===== config.mk =====
export PLATFORM = sky130hd
export DESIGN_NAME = afsc_core
export DESIGN_NICKNAME = d
export VERILOG_FILES = /design/src/inc/afsc_pkg.sv /design/src/afsc_core.sv
export VERILOG_INCLUDE_DIRS = /design/src /design/src/inc
export SDC_FILE = /design/constraint.sdc
export NUM_CORES = 2
export LEC_CHECK = 0
export BUFFER_PORTS_ARGS = -buffer_cell sky130_fd_sc_hd__buf_2
export CORE_MARGIN = 1.5
export CORE_UTILIZATION = 40
export CTS_BUF_LIST = sky130_fd_sc_hd__clkbuf_2
export DETAILED_ROUTE_END_ITERATION = 6
export REMOVE_ABC_BUFFERS = 1
export SLEW_MARGIN = 30
export SYNTH_ARGS = -nofsm -noshare
export SYNTH_HDL_FRONTEND = slang
export SYNTH_SLANG_ARGS = --single-unit

===== constraint.sdc =====
create_clock -name clk -period 38.6 [get_ports clk]
set_input_delay 1.93 -clock clk [delete_from_list [all_inputs] [get_ports clk]]
set_output_delay 1.93 -clock clk [all_outputs]
set_load 0.05 [all_outputs]

===== src/inc/afsc_defines.svh =====
/*
 * holds the offsets, field positions, reset values and opcode patterns of the add-family
 * execute and slot-check block.
 * assumes it is included by its bare name wherever these constants are needed.
 */
`ifndef AFSC_DEFINES_SVH
`define AFSC_DEFINES_SVH

// ----------------------------------------------------------------------------
// register offsets (byte addresses)
// ----------------------------------------------------------------------------
`define AFSC_OFS_STATUS_WORD  8'h00
`define AFSC_OFS_EVT_STATUS   8'h04
`define AFSC_OFS_EVT_MASK     8'h08
`define AFSC_OFS_EXC_PC       8'h0c
`define AFSC_OFS_RET_ADDR     8'h10
`define AFSC_OFS_GREG_BASE    8'h40
`define AFSC_GREG_SEL_MASK    8'hc0

// ----------------------------------------------------------------------------
// status word field positions and reset value
// ----------------------------------------------------------------------------
`define AFSC_SW_T        0
`define AFSC_SW_S        1
`define AFSC_SW_RPL      2
`define AFSC_SW_RPH      3
`define AFSC_SW_I_LO     4
`define AFSC_SW_I_HI     7
`define AFSC_SW_Q        8
`define AFSC_SW_M        9
`define AFSC_SW_XMD      10
`define AFSC_SW_YMD      11
`define AFSC_SW_LC_LO    16
`define AFSC_SW_LC_HI    27
`define AFSC_SW_WMASK    32'h0fff_0fff
`define AFSC_SW_RESET    32'h0000_00f0

// ----------------------------------------------------------------------------
// event bits and reset values
// ----------------------------------------------------------------------------
`define AFSC_EVT_ILLEGAL  0
`define AFSC_EVT_SLOT     1
`define AFSC_EVT_LOOP     2
`define AFSC_EVT_OVF      3
`define AFSC_EVT_W        4
`define AFSC_EVT_RESET    4'h0
`define AFSC_WORD_RESET   32'h0000_0000

// ----------------------------------------------------------------------------
// opcode masks and matches
// ----------------------------------------------------------------------------
`define AFSC_M_RR    16'hf00f
`define AFSC_P_ADD   16'h300c
`define AFSC_P_SUMC  16'h300e
`define AFSC_P_SUMV  16'h300f
`define AFSC_M_HI4   16'hf000
`define AFSC_P_ADDI  16'h7000
`define AFSC_P_BRA   16'ha000
`define AFSC_P_BSR   16'hb000
`define AFSC_M_HI8   16'hff00
`define AFSC_P_BT    16'h8900
`define AFSC_P_BF    16'h8b00
`define AFSC_P_BTS   16'h8d00
`define AFSC_P_BFS   16'h8f00
`define AFSC_P_TRAP  16'hc300
`define AFSC_M_REG   16'hf0ff
`define AFSC_P_JMP   16'h402b
`define AFSC_P_JSR   16'h400b
`define AFSC_P_BRAF  16'h0023
`define AFSC_P_BSRF  16'h0003
`define AFSC_P_LDSR  16'h400e
`define AFSC_P_LDSRM 16'h4007
`define AFSC_M_ALL   16'hffff
`define AFSC_P_RTS   16'h000b
`define AFSC_P_RTE   16'h002b
`define AFSC_P_NOP   16'h0009
`define AFSC_PC_AHEAD 32'h0000_0004

`endif


===== src/inc/afsc_pkg.sv =====
/*
 * holds the types of the add-family execute and slot-check block.
 * assumes afsc_defines.svh is on the include path.
 */
package afsc_pkg;

   // ----------------------------------------------------------------------------
   // instruction port and address-unit carriers
   // ----------------------------------------------------------------------------
   typedef struct packed {
      logic        valid;
      logic [15:0] word;
      logic [31:0] pc;
      logic        known_other;
      logic        loop_reg_wr;
      logic        loop_tail;
   } afsc_instr_t;

   typedef struct packed {
      logic        valid;
      logic [31:0] base;
      logic [7:0]  disp;
      logic [1:0]  size;
      logic        pc_rel;
   } afsc_agu_req_t;

   typedef enum logic [1:0] {
      AFSC_CAUSE_NONE    = 2'b00,
      AFSC_CAUSE_ILLEGAL = 2'b01,
      AFSC_CAUSE_SLOT    = 2'b10,
      AFSC_CAUSE_LOOP    = 2'b11
   } afsc_cause_t;

   typedef enum logic {
      AFSC_SLOT_IDLE  = 1'b0,
      AFSC_SLOT_ARMED = 1'b1
   } afsc_slot_t;

endpackage : afsc_pkg


===== src/afsc_core.sv =====
/*
 * holds the add-family execute unit with delayed-branch slot checks, repeat-loop tail
 * checks, displacement scaling, a register port and a level interrupt.
 * assumes one 125 MHz clock, instructions presented in order one per valid cycle, and
 * an outer decoder that flags the other assigned opcodes and loop-register writers.
 */
// Implementation choices: the address map and the address-and-strobe port.
`timescale 1ns/1ps
`include "afsc_defines.svh"

module afsc_core #(
   parameter int NUM_GREGS = 16
) (
   input  wire logic                 clk,
   input  wire logic                 reset,
   input  wire afsc_pkg::afsc_instr_t   instr,
   input  wire afsc_pkg::afsc_agu_req_t agu_req,
   input  wire logic [7:0]           reg_addr,
   input  wire logic [31:0]          reg_wdata,
   input  wire logic                 reg_wr,
   input  wire logic                 reg_rd,
   output logic [31:0]               reg_rdata,
   output logic                      irq,
   output logic                      redirect_valid,
   output logic [31:0]               redirect_pc,
   output logic                      exc_valid,
   output afsc_pkg::afsc_cause_t     exc_cause,
   output logic [31:0]               exc_pc,
   output logic                      intr_block,
   output logic                      agu_valid,
   output logic [31:0]               agu_addr
);
   import afsc_pkg::*;

   // ----------------------------------------------------------------------------
   // helper functions
   // ----------------------------------------------------------------------------
   function automatic logic match(input logic [15:0] w, input logic [15:0] m, input logic [15:0] p);
      match = ((w & m) == p);
   endfunction : match

   // pc value seen by relative addressing
   function automatic logic [31:0] pc_ahead(input logic [31:0] pc);
      pc_ahead = pc + `AFSC_PC_AHEAD;
   endfunction : pc_ahead

   function automatic logic [31:0] scale_disp(input logic [7:0] d, input logic [1:0] size);
      logic [31:0] z;
      z = {24'h00_0000, d};
      unique case (size)
         2'b00:   scale_disp = z;
         2'b01:   scale_disp = {z[30:0], 1'b0};
         default: scale_disp = {z[29:0], 2'b00};
      endcase
   endfunction : scale_disp

   // ----------------------------------------------------------------------------
   // state
   // ----------------------------------------------------------------------------
   logic [31:0]          gregs_r [NUM_GREGS];
   logic [31:0]          status_word_r;
   logic [31:0]          ret_addr_r;
   logic [`AFSC_EVT_W-1:0] evt_status_r;
   logic [`AFSC_EVT_W-1:0] evt_mask_r;
   logic [31:0]          exc_pc_r;
   afsc_slot_t           slot_r;
   logic [31:0]          target_r;
   logic [31:0]          reg_rdata_r;
   logic                 irq_r;
   logic                 redirect_valid_r;
   logic [31:0]          redirect_pc_r;
   logic                 exc_valid_r;
   afsc_cause_t          exc_cause_r;
   logic                 agu_valid_r;
   logic [31:0]          agu_addr_r;

   // ----------------------------------------------------------------------------
   // decode
   // ----------------------------------------------------------------------------
   logic [15:0] w;
   logic [3:0]  rn;
   logic [3:0]  rm;
   logic [31:0] vn;
   logic [31:0] vm;
   logic        is_add, is_addi, is_sumc, is_sumv;
   logic        is_bt, is_bf, is_bts, is_bfs, is_bra, is_bsr, is_jmp, is_jsr;
   logic        is_braf, is_bsrf, is_rts, is_rte, is_trap, is_ldsr, is_nop;
   logic        is_branch, is_assigned, loop_bad;

   assign w  = instr.word;
   assign rn = w[11:8];
   assign rm = w[7:4];
   assign vn = gregs_r[rn];
   assign vm = gregs_r[rm];

   // pattern matches for the instructions this unit knows
   assign is_add  = match(w, `AFSC_M_RR,  `AFSC_P_ADD);
   assign is_sumc = match(w, `AFSC_M_RR,  `AFSC_P_SUMC);
   assign is_sumv = match(w, `AFSC_M_RR,  `AFSC_P_SUMV);
   assign is_addi = match(w, `AFSC_M_HI4, `AFSC_P_ADDI);
   assign is_bra  = match(w, `AFSC_M_HI4, `AFSC_P_BRA);
   assign is_bsr  = match(w, `AFSC_M_HI4, `AFSC_P_BSR);
   assign is_bt   = match(w, `AFSC_M_HI8, `AFSC_P_BT);
   assign is_bf   = match(w, `AFSC_M_HI8, `AFSC_P_BF);
   assign is_bts  = match(w, `AFSC_M_HI8, `AFSC_P_BTS);
   assign is_bfs  = match(w, `AFSC_M_HI8, `AFSC_P_BFS);
   assign is_trap = match(w, `AFSC_M_HI8, `AFSC_P_TRAP);
   assign is_jmp  = match(w, `AFSC_M_REG, `AFSC_P_JMP);
   assign is_jsr  = match(w, `AFSC_M_REG, `AFSC_P_JSR);
   assign is_braf = match(w, `AFSC_M_REG, `AFSC_P_BRAF);
   assign is_bsrf = match(w, `AFSC_M_REG, `AFSC_P_BSRF);
   assign is_ldsr = match(w, `AFSC_M_REG, `AFSC_P_LDSR) | match(w, `AFSC_M_REG, `AFSC_P_LDSRM);
   assign is_rts  = match(w, `AFSC_M_ALL, `AFSC_P_RTS);
   assign is_rte  = match(w, `AFSC_M_ALL, `AFSC_P_RTE);
   assign is_nop  = match(w, `AFSC_M_ALL, `AFSC_P_NOP);

   // every branching form counts, delayed or not
   assign is_branch = is_bt | is_bf | is_bts | is_bfs | is_bra | is_bsr | is_jmp | is_jsr
                    | is_braf | is_bsrf | is_rts | is_rte | is_trap;
   assign is_assigned = is_branch | is_add | is_sumc | is_sumv | is_addi | is_ldsr | is_nop
                      | instr.known_other;
   assign loop_bad = instr.loop_tail & (~is_assigned | is_branch | is_ldsr | instr.loop_reg_wr);

   // ----------------------------------------------------------------------------
   // exception classification
   // ----------------------------------------------------------------------------
   afsc_cause_t cause_nxt;
   logic        in_slot;

   assign in_slot = (slot_r == AFSC_SLOT_ARMED);

   // slot faults outrank loop faults, which outrank plain illegal opcodes
   always_comb begin
      cause_nxt = AFSC_CAUSE_NONE;
      if (in_slot && (is_branch || !is_assigned)) begin
         cause_nxt = AFSC_CAUSE_SLOT;
      end else if (loop_bad) begin
         cause_nxt = AFSC_CAUSE_LOOP;
      end else if (!is_assigned) begin
         cause_nxt = AFSC_CAUSE_ILLEGAL;
      end
   end

   logic do_exec;
   assign do_exec = instr.valid && (cause_nxt == AFSC_CAUSE_NONE);

   // ----------------------------------------------------------------------------
   // arithmetic
   // ----------------------------------------------------------------------------
   logic [32:0] sum_with_carry;
   logic [31:0] sum_plain;
   logic [31:0] sum_imm;
   logic        sum_with_overflow;
   logic        t_flag;

   assign t_flag = status_word_r[`AFSC_SW_T];
   assign sum_plain = vn + vm;
   assign sum_imm = vn + {{24{w[7]}}, w[7:0]};
   assign sum_with_carry = {1'b0, vn} + {1'b0, vm} + {32'h0000_0000, t_flag};
   assign sum_with_overflow = (vn[31] == vm[31]) && (sum_plain[31] != vn[31]);

   // ----------------------------------------------------------------------------
   // branch target, sampled at branch time
   // ----------------------------------------------------------------------------
   logic [31:0] br_disp8;
   logic [31:0] br_disp12;
   logic        delayed_taken;
   logic        plain_taken;
   logic [31:0] target_nxt;

   assign br_disp8  = {{23{w[7]}}, w[7:0], 1'b0};
   assign br_disp12 = {{19{w[11]}}, w[11:0], 1'b0};
   assign delayed_taken = do_exec && (is_bra || is_bsr || is_jmp || is_jsr || is_braf || is_bsrf
                          || is_rts || (is_bts && t_flag) || (is_bfs && !t_flag));
   assign plain_taken = do_exec && ((is_bt && t_flag) || (is_bf && !t_flag));

   // operands read now, so a slot that rewrites them cannot move the target
   always_comb begin
      target_nxt = pc_ahead(instr.pc) + br_disp8;
      if (is_bra || is_bsr) begin
         target_nxt = pc_ahead(instr.pc) + br_disp12;
      end else if (is_jmp || is_jsr) begin
         target_nxt = vn;
      end else if (is_braf || is_bsrf) begin
         target_nxt = pc_ahead(instr.pc) + vn;
      end else if (is_rts) begin
         target_nxt = ret_addr_r;
      end
   end

   // ----------------------------------------------------------------------------
   // slot state machine
   // ----------------------------------------------------------------------------
   always_ff @(posedge clk or posedge reset) begin
      if (reset) begin
         slot_r   <= AFSC_SLOT_IDLE;
         target_r <= `AFSC_WORD_RESET;
      end else if (instr.valid) begin
         unique case (slot_r)
            AFSC_SLOT_IDLE: begin
               if (delayed_taken) begin
                  slot_r   <= AFSC_SLOT_ARMED;
                  target_r <= target_nxt;
               end
            end
            AFSC_SLOT_ARMED: begin
               slot_r <= AFSC_SLOT_IDLE;
            end
         endcase
      end
   end

   // redirect fires after the slot has executed, or at once for a plain branch
   always_ff @(posedge clk or posedge reset) begin
      if (reset) begin
         redirect_valid_r <= 1'b0;
         redirect_pc_r    <= `AFSC_WORD_RESET;
      end else begin
         redirect_valid_r <= 1'b0;
         if (do_exec && in_slot) begin
            redirect_valid_r <= 1'b1;
            redirect_pc_r    <= target_r;
         end else if (plain_taken) begin
            redirect_valid_r <= 1'b1;
            redirect_pc_r    <= target_nxt;
         end
      end
   end

   // ----------------------------------------------------------------------------
   // exceptions and address unit
   // ----------------------------------------------------------------------------
   always_ff @(posedge clk or posedge reset) begin
      if (reset) begin
         exc_valid_r <= 1'b0;
         exc_cause_r <= AFSC_CAUSE_NONE;
         exc_pc_r    <= `AFSC_WORD_RESET;
      end else begin
         exc_valid_r <= instr.valid && (cause_nxt != AFSC_CAUSE_NONE);
         if (instr.valid && (cause_nxt != AFSC_CAUSE_NONE)) begin
            exc_cause_r <= cause_nxt;
            exc_pc_r    <= instr.pc;
         end
      end
   end

   // no address error is raised here; intr_block tells outer logic to hold it off
   always_ff @(posedge clk or posedge reset) begin
      if (reset) begin
         agu_valid_r <= 1'b0;
         agu_addr_r  <= `AFSC_WORD_RESET;
      end else begin
         agu_valid_r <= agu_req.valid;
         if (agu_req.valid) begin
            agu_addr_r <= (agu_req.pc_rel ? pc_ahead(agu_req.base) : agu_req.base)
                          + scale_disp(agu_req.disp, agu_req.size);
         end
      end
   end

   // ----------------------------------------------------------------------------
   // general registers and return address
   // ----------------------------------------------------------------------------
   logic        bus_greg;
   logic [3:0]  bus_greg_idx;

   assign bus_greg     = ((reg_addr & `AFSC_GREG_SEL_MASK) == `AFSC_OFS_GREG_BASE);
   assign bus_greg_idx = reg_addr[5:2];

   // a bus write to the same register wins over the instruction result
   always_ff @(posedge clk or posedge reset) begin
      if (reset) begin
         for (int i = 0; i < NUM_GREGS; i++) begin
            gregs_r[i] <= `AFSC_WORD_RESET;
         end
      end else begin
         if (do_exec) begin
            if (is_add || is_sumv) begin
               gregs_r[rn] <= sum_plain;
            end else if (is_sumc) begin
               gregs_r[rn] <= sum_with_carry[31:0];
            end else if (is_addi) begin
               gregs_r[rn] <= sum_imm;
            end
         end
         if (reg_wr && bus_greg) begin
            gregs_r[bus_greg_idx] <= reg_wdata;
         end
      end
   end

   always_ff @(posedge clk or posedge reset) begin
      if (reset) begin
         ret_addr_r <= `AFSC_WORD_RESET;
      end else if (reg_wr && reg_addr == `AFSC_OFS_RET_ADDR) begin
         ret_addr_r <= reg_wdata;
      end else if (delayed_taken && (is_bsr || is_jsr || is_bsrf)) begin
         ret_addr_r <= pc_ahead(instr.pc);
      end
   end

   // ----------------------------------------------------------------------------
   // status word
   // ----------------------------------------------------------------------------
   always_ff @(posedge clk or posedge reset) begin
      if (reset) begin
         status_word_r <= `AFSC_SW_RESET;
      end else if (reg_wr && reg_addr == `AFSC_OFS_STATUS_WORD) begin
         status_word_r <= reg_wdata & `AFSC_SW_WMASK;
      end else if (do_exec && is_sumc) begin
         status_word_r[`AFSC_SW_T] <= sum_with_carry[32];
      end else if (do_exec && is_sumv) begin
         status_word_r[`AFSC_SW_T] <= sum_with_overflow;
      end
   end

   // ----------------------------------------------------------------------------
   // events, mask and interrupt
   // ----------------------------------------------------------------------------
   logic [`AFSC_EVT_W-1:0] evt_set;

   assign evt_set[`AFSC_EVT_ILLEGAL] = instr.valid && (cause_nxt == AFSC_CAUSE_ILLEGAL);
   assign evt_set[`AFSC_EVT_SLOT]    = instr.valid && (cause_nxt == AFSC_CAUSE_SLOT);
   assign evt_set[`AFSC_EVT_LOOP]    = instr.valid && (cause_nxt == AFSC_CAUSE_LOOP);
   assign evt_set[`AFSC_EVT_OVF]     = do_exec && is_sumv && sum_with_overflow;

   // set beats a write-one clear in the same cycle
   always_ff @(posedge clk or posedge reset) begin
      if (reset) begin
         evt_status_r <= `AFSC_EVT_RESET;
      end else begin
         evt_status_r <= (evt_status_r & ~((reg_wr && reg_addr == `AFSC_OFS_EVT_STATUS) ?
                          reg_wdata[`AFSC_EVT_W-1:0] : `AFSC_EVT_RESET)) | evt_set;
      end
   end

   always_ff @(posedge clk or posedge reset) begin
      if (reset) begin
         evt_mask_r <= `AFSC_EVT_RESET;
      end else if (reg_wr && reg_addr == `AFSC_OFS_EVT_MASK) begin
         evt_mask_r <= reg_wdata[`AFSC_EVT_W-1:0];
      end
   end

   // the pending-slot window holds the interrupt back; it shows as intr_block
   always_ff @(posedge clk or posedge reset) begin
      if (reset) begin
         irq_r <= 1'b0;
      end else begin
         irq_r <= |(evt_status_r & evt_mask_r) && !(slot_r == AFSC_SLOT_ARMED);
      end
   end

   // ----------------------------------------------------------------------------
   // register read port, data one cycle after the strobe
   // ----------------------------------------------------------------------------
   always_ff @(posedge clk or posedge reset) begin
      if (reset) begin
         reg_rdata_r <= `AFSC_WORD_RESET;
      end else if (reg_rd) begin
         if (bus_greg) begin
            reg_rdata_r <= gregs_r[bus_greg_idx];
         end else begin
            unique case (reg_addr)
               `AFSC_OFS_STATUS_WORD: reg_rdata_r <= status_word_r;
               `AFSC_OFS_EVT_STATUS:  reg_rdata_r <= {28'h000_0000, evt_status_r};
               `AFSC_OFS_EVT_MASK:    reg_rdata_r <= {28'h000_0000, evt_mask_r};
               `AFSC_OFS_EXC_PC:      reg_rdata_r <= exc_pc_r;
               `AFSC_OFS_RET_ADDR:    reg_rdata_r <= ret_addr_r;
               default:               reg_rdata_r <= `AFSC_WORD_RESET; // unmapped reads zero
            endcase
         end
      end else begin
         reg_rdata_r <= `AFSC_WORD_RESET;
      end
   end

   // ----------------------------------------------------------------------------
   // outputs
   // ----------------------------------------------------------------------------
   assign reg_rdata      = reg_rdata_r;
   assign irq            = irq_r;
   assign redirect_valid = redirect_valid_r;
   assign redirect_pc    = redirect_pc_r;
   assign exc_valid      = exc_valid_r;
   assign exc_cause      = exc_cause_r;
   assign exc_pc         = exc_pc_r;
   assign intr_block     = slot_r;
   assign agu_valid      = agu_valid_r;
   assign agu_addr       = agu_addr_r;

endmodule : afsc_core


* After elaboration in Yosys (flattened, before gate mapping)
Index checks and enable logic that the tools add are counted.
** Word-level totals
- Register bits after elaboration :: 743
- Latch bits :: 0
- RAM bits :: 0
- ROM bits :: 0
- Input bits :: 140
- Output and inout bits :: 135
- Memories kept :: 0
** Operators by class
- Add/sub/neg operators :: 10
- Multiply operators :: 0
- Divide/modulo/power cells :: 0
- $lt $le $gt $ge :: 5
- Eq/ne operators :: 31
- Shifts and indexed selects :: 0
- Mux-type cells :: 47
- Bitwise logic cells :: 33
- Reductions and logical operators :: 53
** Operator list (number)
- $mux W512 :: 5
- $bwmux W512 :: 4
- $mux W32 :: 20
- $bmux W32 S4 :: 3
- $demux W32 S4 :: 2
- $add A32 B32 Y32 :: 6
- $pmux W32 S5 :: 1
- $add A32 B3 Y32 const B :: 2
- $eq A12 B11 Y1 const B :: 4
- $eq A8 B8 Y1 const B :: 5
- $add A32 B32 Y33 :: 1
- $add A33 B1 Y33 :: 1
- $eq A16 B4 Y1 const B :: 2
- $logic_and A1 B1 Y1 :: 26
- $eq A8 B6 Y1 const B :: 3
- $or A1 B1 Y1 :: 23
- $pmux W10 S2 :: 1
- $eq A16 B6 Y1 const B :: 1
- $eq A8 B4 Y1 const B :: 2
- $ge A5 B5 Y1 const B :: 3
- $logic_or A1 B1 Y1 :: 15
- $not A4 Y5 :: 3
- $eq A12 B2 Y1 const B :: 1
- $eq A12 B6 Y1 const B :: 1
- 25 further kinds :: 44

* Depth between registers and ports, before layout
- Depth in word-level cells :: 33
- Mapped depth :: 20

* Least setup slack after synthesis
Ideal clock, no wire load.
- Path kind :: input -> register
- Start :: in instr[43] (netlist name)
- End :: reg gregs_r[475] (netlist name)
- Data arrival time :: 7290 ps
- Data required time :: 38518 ps
- Setup slack :: 31228 ps
- Cell stages on the path :: 18
- Cell sequence :: buf_2 > buf_2 > buf_2 > buf_2 > buf_2 > mux4_2 > mux4_2 > ha_1 > clkbuf_1 > nand4_1 > or4_1 > o21ai_0 > a211oi_1 > a211o_1 > and2_1 > nor3b_1 > o21ai_0 > a31oi_1
** Between the ends
- Word-level cells in the longest chain between the ends :: 32
- Elaborated cells on any way between the ends :: 62
** RTL lines
- start: declaration :: RTL line afsc_core.sv:16 : input wire afsc_pkg::afsc_instr_t instr,
- $eq A8 B8 Y1 :: RTL line afsc_core.sv:39 : match = ((w & m) == p);
- $or A1 B1 Y1 (7 in a row) :: RTL line afsc_core.sv:118 : assign is_branch = is_bt | is_bf | is_bts | is_bfs | is_bra | is_bsr | is_jmp | is_jsr
- $or A1 B1 Y1 (5 in a row) :: RTL line afsc_core.sv:119 : | is_braf | is_bsrf | is_rts | is_rte | is_trap;
- $or A1 B1 Y1 (6 in a row) :: RTL line afsc_core.sv:120 : assign is_assigned = is_branch | is_add | is_sumc | is_sumv | is_addi | is_ldsr | is_nop
- $or A1 B1 Y1 :: RTL line afsc_core.sv:121 : | instr.known_other;
- $not A1 Y1 :: RTL line afsc_core.sv:122 : assign loop_bad = instr.loop_tail & (~is_assigned | is_branch | is_ldsr | instr.loop_reg_wr);
- $or A1 B1 Y1 (3 in a row) :: RTL line afsc_core.sv:122
- $and A1 B1 Y1 :: RTL line afsc_core.sv:122
- $mux W2 :: RTL line afsc_core.sv:137 : end else if (loop_bad) begin
- $mux W2 :: RTL line afsc_core.sv:135 : if (in_slot && (is_branch || !is_assigned)) begin
- $logic_not A2 Y1 :: RTL line afsc_core.sv:145 : assign do_exec = instr.valid && (cause_nxt == AFSC_CAUSE_NONE);
- $logic_and A1 B1 Y1 :: RTL line afsc_core.sv:145
- $mux W512 * :: RTL line afsc_core.sv:277 : if (do_exec) begin
- $bwmux W512 :: RTL line afsc_core.sv:287 : gregs_r[bus_greg_idx] <= reg_wdata;
- $mux W512 * :: RTL line afsc_core.sv:286 : if (reg_wr && bus_greg) begin
- end signal: indexed assignment :: RTL line afsc_core.sv:279 : gregs_r[rn] <= sum_plain;
- end signal: indexed assignment :: RTL line afsc_core.sv:281 : gregs_r[rn] <= sum_with_carry[31:0];
- end signal: indexed assignment :: RTL line afsc_core.sv:287
- end: declaration :: RTL line afsc_core.sv:60 : logic [31:0] gregs_r [NUM_GREGS];
Every way passes the cells marked *; elsewhere a longest branch is shown, timed or not. The select of a mux whose other input is x is not followed.
A chain may end at the register's enable or synchronous reset.

* Worst setup path in the final report
- Start :: in instr[43] (netlist name)
- End :: reg gregs_r[222] (netlist name)
The elaborated chain is that of the path after synthesis.

==> impl_metrics.tcl <==
set metrics [dict create \
    status "finished with violations" \
    violations "design-rule violations" \
    slew_violations 0 \
    ys_types 95 \
    syn2layout_area_growth_pct 10.1 \
    fin_skew_ns 0.232 \
    htreeDepth 4 \
    reg2reg_depth 13 \
    syn_avg_cell_area_um2 9.15 \
    dieWidth_um 397 \
    clk_pin_slew_ns 0.11 \
    synth_edf_count 0 \
    fp.dieH_um 397 \
    ys_seq_elements 743 \
    fin_cells 9149 \
    io_buffer_count 274 \
    synth_cells 6770 \
    die-area_mm2 0.157 \
    seq_area_frac_synth 0.300 \
    timing.hold.worst.class "in2async" \
    cts_buffers 217 \
    required_ns 40.42 \
    grt_pass1_wl_mm 523 \
    p_leak_uw 0.0271 \
    synth_area_mm2 0.0619 \
    period_needed_ns 8.20 \
    fin_tns_setup_ns 0 \
    cp-endpoint "gregs_r[222]" \
    r2r_slack_ns 32.48 \
    start_util 0.403 \
    cp-startpoint "instr[43]" \
    clkSinkCount 743 \
    drv_cap 0 \
    rsz0062_at_grt "no" \
    fin_crit_sh 0.212 \
    drt_wl_total_mm 383 \
    fmax_mhz 122 \
    cts_resized 0 \
    tightest_slew_ns 1.46 \
    nets 7196 \
    drc 48 \
    fin_util 0.443 \
    drtIter0Drc 11131 \
    r2r_start "gregs_r[494]" \
    vdd_ir_drop_max_mv 0.0266 \
    ys_async_sr_fraction 1.00 \
    cts_buffer_depth 3 \
    grt_max_degree 150 \
    final_common_cell "nand2_1" \
    arrival_ns 10.02 \
    dp_cells 8714 \
    ys.flop_type "dfrtp_1" \
    grt_pass1_vias 64430 \
    postCtsHoldBufs 0 \
    routabilityCongestion 1.09 \
    drive_gt1_frac 0.225 \
    crit_path_end_kind "flip-flop" \
    hpwl_mm 270 \
    cp-start-kind "primary input" \
    cts_tree "done" \
    r2r-end "gregs_r[157]" \
    finalSetupViolCount 0 \
    maxSlewHeadroom 0.0298 \
    rows 144 \
    dr.pass1.iters 7 \
    ys_warn_count 0 \
    overflow 0 \
    fp.coreArea_mm2 0.154 \
    drtAntennaViolNets 0 \
    vias 68543 \
    cp_max_fo 57 \
    crit_type "in2reg" \
    layout_common_cells "nand2_1, dfrtp_1, o21ai_0" \
    post_cts_buffers 0 \
    final_hold_viol_count 0 \
    io_pins 275 \
    powerDensity_mw_per_mm2 51.5 \
    track_usage 0.478 \
    antenna_found_initial 50 \
    clock-root-buffer "clkbuf_2" \
    clock_latency_ns 2.05 \
    via_per_inst 7.49 \
    avgRoutedWirePerCell_um 41.9 \
]
-- critical path: stages --
cell	delay, ns
buf_8	0.49
buf_4	0.65
buf_4	0.65
buf_4	0.63
mux4_2	0.61
mux4_2	0.64
inv_1	0.27
fa_1	0.26
nor2b_1	0.07
o31a_1	0.27
o31ai_1	0.87
a211oi_1	0.18
a211oi_1	0.32
buf_4	0.20
o21ai_0	0.13
xor2_1	0.79
o221a_2	0.49
o221ai_1	0.18
nand3_1	0.16
-- metal layers --
metal  up-vias  GRT usage  wire (um)
met4        32      0.371      37100
met3      1886      0.215      56300
met1     33817      0.560     133000
met2      6128      0.675     157000
li1      26680          -          -
met5         -     0.0265        726
-- where the power goes --
group	total, uW	switching [uW]	internal, uW
Combinational	1720	1110	613
Clock	656	416	240
Sequential	1130	197	937
Total	3510	1720	1790
-- state kept, by name, indices dropped and copies added, names as in the netlist, 24 cells and up --
signal and cells:
ret_addr_r 32, redirect_pc 32, exc_pc 32, gregs_r 512
agu_addr 32, target_r 32, status_word_r 24, reg_rdata 32
-- cells by family after synthesis --
family / share of synthesized area
muxes: 0.195
adders and majority gates: 0.0342
DFF: 0.300
and+or+nand+nor: 0.146
xor gates and xnor gates: 0.0301
buffers and inverters: 0.0427
AOI/OAI and AO/OA: 0.252
-- synth_stat cells, drive strengths merged (39+ instances only) --
cell / instances / share of area
nand2: 808 / 0.049
dfrtp: 739 / 0.30
o21ai: 683 / 0.055
a21oi: 532 / 0.043
mux4: 484 / 0.18
nor2: 484 / 0.031
clkbuf: 465 / 0.028
o22ai: 214 / 0.022
a221oi: 163 / 0.023
ha: 158 / 0.032
xnor2: 145 / 0.021
buf: 143 / 0.011
o221ai: 135 / 0.019
nand3: 132 / 0.011
nor3: 118 / 0.0098
a21o: 107 / 0.013
or3: 101 / 0.010
a31oi: 73 / 0.0074
and3: 73 / 0.0074
xor2: 68 / 0.0096
inv: 61 / 0.0037
a211oi: 59 / 0.0072
mux2: 59 / 0.011
mux2i: 52 / 0.0084
nand4: 52 / 0.0053
o21a: 46 / 0.0056
nor2b: 41 / 0.0041
o211ai: 39 / 0.0047
o31ai: 39 / 0.0047
-- layout make-up --
| cell class | count | area (um^2) |
|---|---|---|
| Fill cell | 15050 | 85700 |
| Clock buffer | 312 | 1560 |
| Clock inverter | 69 | 379 |
| Sequential cell | 743 | 18600 |
| Multi-Input combinational cell | 5357 | 41400 |
| Tap cell | 2044 | 2560 |
| Timing Repair Buffer | 510 | 3390 |
| Antenna cell | 52 | 130 |
| Inverter | 62 | 241 |
-- worst min path at each step --
stage                     cells after the start             end  slack (ns)
after floorplan                               2     target_r[9]        0.44
after global placement                        2  redirect_pc[7]        0.45
after detailed placement                      2     target_r[9]        0.46
after CTS                                     2     target_r[0]        0.03
after global routing                          2     target_r[0]        0.09
final                                         2    gregs_r[257]        0.05
-- metrics by stage --
| stage | cell area [um^2] | total power (uW) | worst slack [ns] | hold WS, ns |
|---|---|---|---|---|
| finish | 68200 | 3510 | 30.40 | 0.0478 |
| global route | 68100 | 3620 | 30.23 | 0.0877 |
| detailed placement | 66000 | 2780 | 28.56 | 0.457 |
| CTS | 67900 | 3420 | 30.58 | 0.0321 |
| global placement | 65700 | 2760 | 28.57 | 0.451 |
| floorplan | 59500 | 2070 | 15.83 | 0.440 |
No activity file was read; power rests on OpenSTA's default activity.
